<file path="src/adc_pkg.sv">
// Overview of operation
// - converter runs only while enable bit 15 is one
// - idle_stop bit 13 halts the converter while device idle is asserted
// - format 000: result right-justified in bits 9..0, rest zero
// - format 010: result in bits 15..6, all other bits zero
// - format 011: signed fraction, sign bit 15, data to bit 6
// - format 100: unsigned result in bits 9..0, bits 31..10 zero
// - format 101: signed result, sign replicated from bit 9 to 31
// - format 110: unsigned result in bits 31..22, lower bits zero
// - format 111: signed fraction, sign bit 31, data to bit 22
// - trigger 000: software clearing sample_active starts conversion
// - trigger 001: active edge on external irq zero pin starts conversion
// - trigger 010: timer three period match starts conversion
// - trigger 011: charge time measure unit trigger starts conversion
// - trigger 111: internal sample counter starts conversion; 100..110 reserved
// - auto sample off: software sets sample_active; on: hardware sets it
// - nonzero trigger: hardware clears sample_active; zero: software clears it
// - completion flag bit 0 set by hardware when conversion finishes
// - software clears completion flag with zero; clearing leaves conversion alone
// - completion flag cleared by hardware when new conversion begins
package adc_pkg;
  localparam logic [11:0] ADC_CONTROL_ONE_OFS = 12'h000;
  localparam logic [11:0] ADC_RESULT_OFS      = 12'h004;
  localparam logic [11:0] ADC_STATUS_OFS      = 12'h008;
  localparam int          EN_BIT              = 15;
  localparam int          IDLE_STOP_BIT       = 13;
  localparam int          OUTPUT_FORMAT_LSB            = 8;
  localparam int          TRIG_LSB            = 5;
  localparam int          STOP_AUTO_BIT       = 4;
  localparam int          AUTO_SAMPLE_BIT     = 2;
  localparam int          SAMPLE_BIT          = 1;
  localparam int          DONE_BIT            = 0;
  localparam logic [31:0] CTRL_RESET          = 32'h0000_0000;
  localparam logic [31:0] CTRL_WMASK          = 32'h0000_a7f7;
  localparam logic [2:0]  FMT_INT16           = 3'h0;
  localparam logic [2:0]  FMT_FRAC16          = 3'h2;
  localparam logic [2:0]  FMT_SFRAC16         = 3'h3;
  localparam logic [2:0]  FMT_INT32           = 3'h4;
  localparam logic [2:0]  FMT_SINT32          = 3'h5;
  localparam logic [2:0]  FMT_FRAC32          = 3'h6;
  localparam logic [2:0]  FMT_SFRAC32         = 3'h7;
  localparam logic [2:0]  TRIG_MANUAL         = 3'h0;
  localparam logic [2:0]  TRIG_EXT_IRQ        = 3'h1;
  localparam logic [2:0]  TRIG_TIMER3         = 3'h2;
  localparam logic [2:0]  TRIG_CHARGE_UNIT    = 3'h3;
  localparam logic [2:0]  TRIG_AUTO           = 3'h7;
  localparam logic [1:0]  RESP_OKAY           = 2'h0;
  localparam logic [1:0]  RESP_SLVERR         = 2'h2;
  localparam int          AUTO_SAMPLE_CYCLES  = 16;
  localparam int          CONV_CYCLES         = 12;

  typedef struct packed {
    logic       start;
    logic [9:0] data;
  } adc_core_t;

  typedef enum logic [1:0] {
    ST_OFF,
    ST_IDLE,
    ST_SAMPLE,
    ST_CONVERT
  } adc_state_t;
endpackage : adc_pkg

</file>
<file path="src/adc_ctrl.sv">
`timescale 1ns/1ps
`default_nettype none
module adc_ctrl
  import adc_pkg::*;
#(
  parameter int SAMPLE_CYCLES = AUTO_SAMPLE_CYCLES
)
(
  input  wire logic        aclk,
  input  wire logic        aresetn,
  input  wire logic [11:0] s_axi_awaddr,
  input  wire logic        s_axi_awvalid,
  output var  logic        s_axi_awready,
  input  wire logic [31:0] s_axi_wdata,
  input  wire logic [3:0]  s_axi_wstrb,
  input  wire logic        s_axi_wvalid,
  output var  logic        s_axi_wready,
  output var  logic [1:0]  s_axi_bresp,
  output var  logic        s_axi_bvalid,
  input  wire logic        s_axi_bready,
  input  wire logic [11:0] s_axi_araddr,
  input  wire logic        s_axi_arvalid,
  output var  logic        s_axi_arready,
  output var  logic [31:0] s_axi_rdata,
  output var  logic [1:0]  s_axi_rresp,
  output var  logic        s_axi_rvalid,
  input  wire logic        s_axi_rready,
  input  wire logic        device_idle,
  input  wire logic        ext_irq_zero_pin,
  input  wire logic        ext_irq_rising,
  input  wire logic        timer3_match,
  input  wire logic        charge_unit_trigger,
  output var  logic        core_sample,
  output var  adc_core_t   core_cmd,
  input  wire logic        core_done,
  input  wire logic [9:0]  core_result,
  output var  logic [31:0] result_word,
  output var  logic        conv_done_pulse
);

  //////////////////////////////////////////////////////////////////////////////
  // register fields

  logic [31:0] ctrl;
  logic        en;
  logic        idle_stop;
  logic [2:0]  output_format;
  logic [2:0]  trigger_source_select;
  logic        stop_auto_sample;
  logic        auto_sample_enable;
  logic        sample_active;
  logic        done_flag;
  logic        running;
  adc_state_t  state;
  logic [15:0] cnt;
  logic        irq_q;
  logic        irq_edge;
  logic        trig_hit;
  logic        conv_start;
  logic        conv_end;

  assign en                    = ctrl[EN_BIT];
  assign idle_stop             = ctrl[IDLE_STOP_BIT];
  assign output_format         = ctrl[OUTPUT_FORMAT_LSB +: 3];
  assign trigger_source_select = ctrl[TRIG_LSB +: 3];
  assign stop_auto_sample      = ctrl[STOP_AUTO_BIT];
  assign auto_sample_enable    = ctrl[AUTO_SAMPLE_BIT];
  assign running               = en && !(idle_stop && device_idle);

  function automatic logic [31:0] fmt_word(input logic [2:0] f, input logic [9:0] d);
    logic [9:0] s;
    s = {~d[9], d[8:0]};
    case (f)
      FMT_INT16:   fmt_word = {22'h0, d};
      FMT_FRAC16:  fmt_word = {16'h0, d, 6'h0};
      FMT_SFRAC16: fmt_word = {16'h0, s, 6'h0};
      FMT_INT32:   fmt_word = {22'h0, d};
      FMT_SINT32:  fmt_word = {{23{s[9]}}, s[8:0]};
      FMT_FRAC32:  fmt_word = {d, 22'h0};
      FMT_SFRAC32: fmt_word = {s, 22'h0};
      default:     fmt_word = {22'h0, d};
    endcase
  endfunction : fmt_word

  //////////////////////////////////////////////////////////////////////////////
  // axi4-lite write channel

  logic        aw_held;
  logic        w_held;
  logic [11:0] aw_addr;
  logic [31:0] w_data;
  logic [3:0]  w_strb;
  logic        wr_fire;
  logic [31:0] wmask;
  logic [31:0] wr_val;

  assign wr_fire = aw_held && w_held && !s_axi_bvalid;
  assign wmask   = {{8{w_strb[3]}}, {8{w_strb[2]}}, {8{w_strb[1]}}, {8{w_strb[0]}}};
  assign wr_val  = (ctrl & ~wmask) | (w_data & wmask);

  always_ff @(posedge aclk)
  begin
    if (!aresetn)
    begin
      aw_held       <= 1'b0;
      w_held        <= 1'b0;
      aw_addr       <= 12'h000;
      w_data        <= 32'h0000_0000;
      w_strb        <= 4'h0;
      s_axi_awready <= 1'b0;
      s_axi_wready  <= 1'b0;
      s_axi_bvalid  <= 1'b0;
      s_axi_bresp   <= RESP_OKAY;
    end
    else
    begin
      s_axi_awready <= !aw_held && !(s_axi_awvalid && s_axi_awready);
      s_axi_wready  <= !w_held && !(s_axi_wvalid && s_axi_wready);
      if (s_axi_awvalid && s_axi_awready)
      begin
        aw_held <= 1'b1;
        aw_addr <= s_axi_awaddr;
      end
      if (s_axi_wvalid && s_axi_wready)
      begin
        w_held <= 1'b1;
        w_data <= s_axi_wdata;
        w_strb <= s_axi_wstrb;
      end
      if (wr_fire)
      begin
        aw_held      <= 1'b0;
        w_held       <= 1'b0;
        s_axi_bvalid <= 1'b1;
        s_axi_bresp  <= (aw_addr[11:2] == ADC_CONTROL_ONE_OFS[11:2]) ? RESP_OKAY : RESP_SLVERR;
      end
      else if (s_axi_bvalid && s_axi_bready)
        s_axi_bvalid <= 1'b0;
    end
  end

  //////////////////////////////////////////////////////////////////////////////
  // axi4-lite read channel

  always_ff @(posedge aclk)
  begin
    if (!aresetn)
    begin
      s_axi_arready <= 1'b0;
      s_axi_rvalid  <= 1'b0;
      s_axi_rdata   <= 32'h0000_0000;
      s_axi_rresp   <= RESP_OKAY;
    end
    else
    begin
      s_axi_arready <= !s_axi_rvalid && !(s_axi_arvalid && s_axi_arready);
      if (s_axi_arvalid && s_axi_arready)
      begin
        s_axi_rvalid <= 1'b1;
        s_axi_rresp  <= RESP_OKAY;
        case (s_axi_araddr[11:2])
          ADC_CONTROL_ONE_OFS[11:2]: s_axi_rdata <= ctrl;
          ADC_RESULT_OFS[11:2]:      s_axi_rdata <= result_word;
          ADC_STATUS_OFS[11:2]:      s_axi_rdata <= {29'h0, running, state == ST_CONVERT, state == ST_SAMPLE};
          default:
          begin
            s_axi_rdata <= 32'h0000_0000;
            s_axi_rresp <= RESP_SLVERR;
          end
        endcase
      end
      else if (s_axi_rvalid && s_axi_rready)
        s_axi_rvalid <= 1'b0;
    end
  end

  //////////////////////////////////////////////////////////////////////////////
  // trigger detection

  assign irq_edge = ext_irq_rising ? (ext_irq_zero_pin && !irq_q) : (!ext_irq_zero_pin && irq_q);

  always_ff @(posedge aclk)
  begin
    if (!aresetn)
      irq_q <= 1'b0;
    else
      irq_q <= ext_irq_zero_pin;
  end

  always_comb
  begin
    case (trigger_source_select)
      TRIG_EXT_IRQ:   trig_hit = irq_edge;
      TRIG_TIMER3:    trig_hit = timer3_match;
      TRIG_CHARGE_UNIT: trig_hit = charge_unit_trigger;
      TRIG_AUTO:      trig_hit = (cnt == 16'(SAMPLE_CYCLES - 1));
      default:        trig_hit = 1'b0;
    endcase
  end

  // manual mode: software writing zero to sample_active ends sampling
  assign conv_start = (state == ST_SAMPLE) && running &&
                      ((trigger_source_select == TRIG_MANUAL) ? !sample_active : trig_hit);
  assign conv_end   = (state == ST_CONVERT) && core_done;

  //////////////////////////////////////////////////////////////////////////////
  // sequencer

  always_ff @(posedge aclk)
  begin
    if (!aresetn)
    begin
      state <= ST_OFF;
      cnt   <= 16'h0000;
    end
    else if (!running)
    begin
      state <= ST_OFF;
      cnt   <= 16'h0000;
    end
    else
    begin
      case (state)
        ST_OFF:     state <= ST_IDLE;
        ST_IDLE:
        begin
          cnt <= 16'h0000;
          if (sample_active)
            state <= ST_SAMPLE;
        end
        ST_SAMPLE:
        begin
          cnt <= cnt + 16'h0001;
          if (conv_start)
            state <= ST_CONVERT;
        end
        ST_CONVERT:
        begin
          if (conv_end)
            state <= ST_IDLE;
        end
        default:    state <= ST_OFF;
      endcase
    end
  end

  //////////////////////////////////////////////////////////////////////////////
  // control register with hardware-owned bits

  always_ff @(posedge aclk)
  begin
    if (!aresetn)
      ctrl <= CTRL_RESET;
    else
    begin
      // clear first so a write that sets enable may also start sampling
      if (!en)
        ctrl[SAMPLE_BIT] <= 1'b0;
      if (wr_fire && aw_addr[11:2] == ADC_CONTROL_ONE_OFS[11:2])
      begin
        ctrl <= wr_val & CTRL_WMASK;
        // software can only clear done; a written one keeps the old value
        ctrl[DONE_BIT] <= ctrl[DONE_BIT] & wr_val[DONE_BIT];
      end
      if (conv_start)
      begin
        ctrl[SAMPLE_BIT] <= 1'b0;
        ctrl[DONE_BIT]   <= 1'b0;
      end
      if (conv_end)
      begin
        ctrl[DONE_BIT] <= 1'b1;
        if (auto_sample_enable && !stop_auto_sample)
          ctrl[SAMPLE_BIT] <= 1'b1;
        if (stop_auto_sample)
          ctrl[AUTO_SAMPLE_BIT] <= 1'b0;
      end
      else if (auto_sample_enable && running && state == ST_IDLE)
        ctrl[SAMPLE_BIT] <= 1'b1;
    end
  end

  assign sample_active = ctrl[SAMPLE_BIT];
  assign done_flag     = ctrl[DONE_BIT];

  //////////////////////////////////////////////////////////////////////////////
  // core drive and result

  always_ff @(posedge aclk)
  begin
    if (!aresetn)
    begin
      core_sample     <= 1'b0;
      core_cmd        <= '0;
      result_word     <= 32'h0000_0000;
      conv_done_pulse <= 1'b0;
    end
    else
    begin
      core_sample     <= running && state == ST_SAMPLE && !conv_start;
      core_cmd.start  <= conv_start;
      core_cmd.data   <= 10'h000;
      conv_done_pulse <= conv_end;
      if (conv_end)
        result_word <= fmt_word(output_format, core_result);
    end
  end

endmodule : adc_ctrl
`default_nettype wire

</file>
<file path="config.mk">
export PLATFORM = sky130hd
export DESIGN_NAME = adc_ctrl
export DESIGN_NICKNAME = d
export VERILOG_FILES = /design/src/adc_pkg.sv /design/src/adc_ctrl.sv
export SDC_FILE = /design/constraint.sdc
export NUM_CORES = 1
export LEC_CHECK = 0
export ABC_AREA = 1
export BUFFER_PORTS_ARGS = -buffer_cell sky130_fd_sc_hd__buf_2
export CORE_AREA = 2 2 107 129
export DETAILED_ROUTE_END_ITERATION = 12
export DIE_AREA = 0 0 109 131
export PLACE_DENSITY_LB_ADDON = 0.1
export SETUP_SLACK_MARGIN = 0.05
export SLEW_MARGIN = 5
export SYNTH_ARGS = -nofsm -noshare
export SYNTH_HDL_FRONTEND = slang
export SYNTH_SLANG_ARGS = --single-unit
</file>
<file path="constraint.sdc">
create_clock -name aclk -period 5.4 [get_ports aclk]
set_input_delay 1.08 -clock aclk [delete_from_list [all_inputs] [get_ports aclk]]
set_output_delay 1.08 -clock aclk [all_outputs]
set_load 0.005 [all_outputs]
</file>
==> results.toml <==
[clock_tree]
cts_resized = 0
clk_path_buf_depth = 2
cts_root_buffer = "clkbuf_16"
cts_buffers = 17
h-tree-depth = 4
insertion_delay_ps = 410
cts_tree = "built"
clkSinkCount = 121
cts_setup_buffers = 0
clk_pin_slew_ps = 50
ctsHoldBuffers = 0

[min_path]
hp-class = "reg -> reg"
min_from = "w_held$_SDFFE_PP0P_"
whs_path_depth = 1
hold_end = "s_axi_wready$_SDFF_PN0_"

[logic_synthesis]
ys.warnings.count = 0
synthXorXnorAreaFrac = 0
synth_top_area_share = 0.474
synthMuxAreaShare = 0
synthAdderAreaFrac = 0.0122
synth_area_leader_cell = "dfxtp_1"
synth-compound-area-share = 0.170
netlist_area_um2 = 5110
netlist_instances = 688
synth_top_family_by_area = "simple AND/OR/NAND/NOR gates"
synth-simple-area-share = 0.231
synth_cell_types = 37
ys_top_cells_by_area = "dfxtp_1, nand2_1, o21ai_0, inv_1, a21oi_1"
synth_seq_cells = 121
syn_avg_cell_area_um2 = 7.43
ys_seq_area_frac = 0.474

[critical_path]
slowest_stage = "nor2_2"
r2r_start = "state[0]$_SDFFE_PN0P_"
crit_arrival_ps = 2820
endpoint_kind = "flip-flop"
rr_endpoint = "cnt[14]$_SDFFE_PN0P_"
critPathMaxStageDelay_ps = 420
crit_required_ps = 5720
cp_max_fo = 15
crit_type = "in -> reg"
cp-start-kind = "input port"
regToRegSetupSlack_ps = 3310
path_cells = "buf_2, or2_4, nor3_4, nand2_2, nor2_2, nand3_2, o21ai_0"
reg2regPathDepth = 10

[grt]
grt_max_degree = 57
grt.total_usage = 0.187
antenna_found_initial = 0
grt_first_pass_wirelength_um = 20600
grt.overflow.total = 0
first_global_vias = 4242

[placement]
placed_cells = 955
numPortBuffers = 130
dp_slack_ps = 2460
placed_cell_area_um2 = 5770
hpwl_um = 9610
place.gp.congestion = 0.818

[timing]
finalCritPeriodShare = 0.463
worst_pin_slew_ps = 1080
setup_viol = 0
whs_ps = 434
timing.slew.headroom = 0.278
tns_ps = 0
slew_viol_final = 0
final.setup_skew_ps = 7.85
rsz0062_at_grt = "no"
fin_ws_ps = 2900
period_needed_ps = 2500
hold_viol_final = 0
fmax_ghz = 0.400

[layout]
finalNonFillerCells = 986
area_growth_pct = 24.3
utilization = 0.486
diodes = 0
postLayoutCellArea_um2 = 6350
nets = 894
drive_gt1_frac = 0.221

[power_and_ir_drop]
pwr_density_cell_nw_per_um2 = 332
total_power_mw = 2.11
p_leak_nw = 2.86
ir_worst_vdd_mv = 0.180

[routing]
via_count = 4708
wl_per_cell_um = 13.3
ant_nets = 0
wl_um = 13100
drc = 0
dr.pass1.iters = 5
viasPerCell = 4.77
drtIter0Drc = 217

[die]
rows = 46
core_um2 = 13100
fp.dieH_um = 131
start_util = 0.391
die_w_um = 109
die-area_um2 = 14300
pin_count = 169

[run_status]
status = "complete, no violations"

[job]
max-cap-violations = 0
[cells in the mapped netlist]
library cell  instances
a211oi_1              5
a21oi_1              54
a221oi_1              3
a31o_2                1
a31oi_1               1
and2_4                1
buf_2                 2
buf_4                23
buf_6                 1
clkbuf_1             19
clkinv_1              3
conb_1                1
dfxtp_1             121
ha_1                  5
inv_1                79
inv_2                 1
nand2_1             132
nand2_2               3
nand3_1              36
nand3_2               2
nand4_1               3
nor2_1               72
nor2_2                3
nor3_1               15
nor3_2                1
nor3_4                3
nor4_1                1
o211ai_1              3
o21a_1                2
o21ai_0              70
o21ai_1              11
o21ai_2               1
o21bai_1              1
o221ai_1              3
o22ai_1               4
o31ai_1               1
or2_4                 1
[worst max-delay path by stage]
| stage | endpoint | start |
|---|---|---|
| after floorplan | s_axi_rdata[2]$_SDFFE_PN0P_ | s_axi_araddr[11] |
| after global placement | s_axi_rdata[14]$_SDFFE_PN0P_ | s_axi_araddr[11] |
| after detailed placement | s_axi_rdata[23]$_SDFFE_PN0P_ | s_axi_araddr[11] |
| after CTS | s_axi_rdata[23]$_SDFFE_PN0P_ | s_axi_araddr[11] |
| after global routing | s_axi_rdata[21]$_SDFFE_PN0P_ | s_axi_araddr[11] |
| final | s_axi_rdata[23]$_SDFFE_PN0P_ | s_axi_araddr[11] |
[cell type report]
class | instances | area (um2)
Fill cell | 1289 | 6710
Multi-Input combinational cell | 450 | 2160
Clock buffer | 20 | 457
Timing Repair Buffer | 133 | 673
Sequential cell | 121 | 2420
Inverter | 83 | 312
Clock inverter | 11 | 123
Tap cell | 168 | 210
[layer usage]
| layer | up-vias | track usage | wire (um) |
|---|---|---|---|
| li1 | 2456 | - | - |
| met1 | 2114 | 0.241 | 6040 |
| met2 | 118 | 0.302 | 6130 |
| met3 | 20 | 0.0516 | 765 |
| met4 | 0 | 0.0596 | 184 |
| met5 | - | 0 | 0 |
[logic make-up after synthesis]
kind of cell    Yosys count
buf+inv                 128
flops                   121
fa+ha+maj                 5
compound gates          160
other cells               1
simple gates            273
[flip-flops by register name, summed over array words and instances (netlist names), named ones only]
name,count
s_axi_rvalid,1
aw_held,1
state,2
s_axi_wready,1
irq_q,1
s_axi_arready,1
s_axi_rdata,27
s_axi_bresp,1
w_strb,2
cnt,16
w_held,1
ctrl,3
w_data,12
core_cmd,1
core_sample,1
aw_addr,10
s_axi_rresp,1
conv_done_pulse,1
result_word,27
s_axi_bvalid,1
s_axi_awready,1
[worst max-delay path, delay by kind of cell]
family                 cells  cell delay, ps
AND/OR/NAND/NOR            5            1380
buffers and inverters      1             100
AO/OA/AOI/OAI              1             260
[placed cells by master, fill, tap and decap left out, drive strengths merged, types with 2 or more instances in the layout]
| cell type | instances |
|---|---|
| nand2 | 135 |
| buf | 133 |
| dfxtp | 121 |
| o21ai | 82 |
| inv | 81 |
| nor2 | 75 |
| a21oi | 54 |
| nand3 | 38 |
| clkbuf | 20 |
| nor3 | 19 |
| conb | 12 |
| clkinv | 7 |
| a211oi | 5 |
| ha | 5 |
| o22ai | 4 |
| clkinvlp | 4 |
| o221ai | 3 |
| nand4 | 3 |
| o211ai | 3 |
| a221oi | 3 |
| o21a | 2 |
| bufinv | 2 |
[power by group]
group	internal, mW	leakage (nW)	switching [mW]
logic	0.0353	1.60	0.0577
clock network	0.699	0.274	0.396
registers	0.912	0.980	0.00889
total	1.65	2.86	0.463
(Power assumes the default switching activity.)
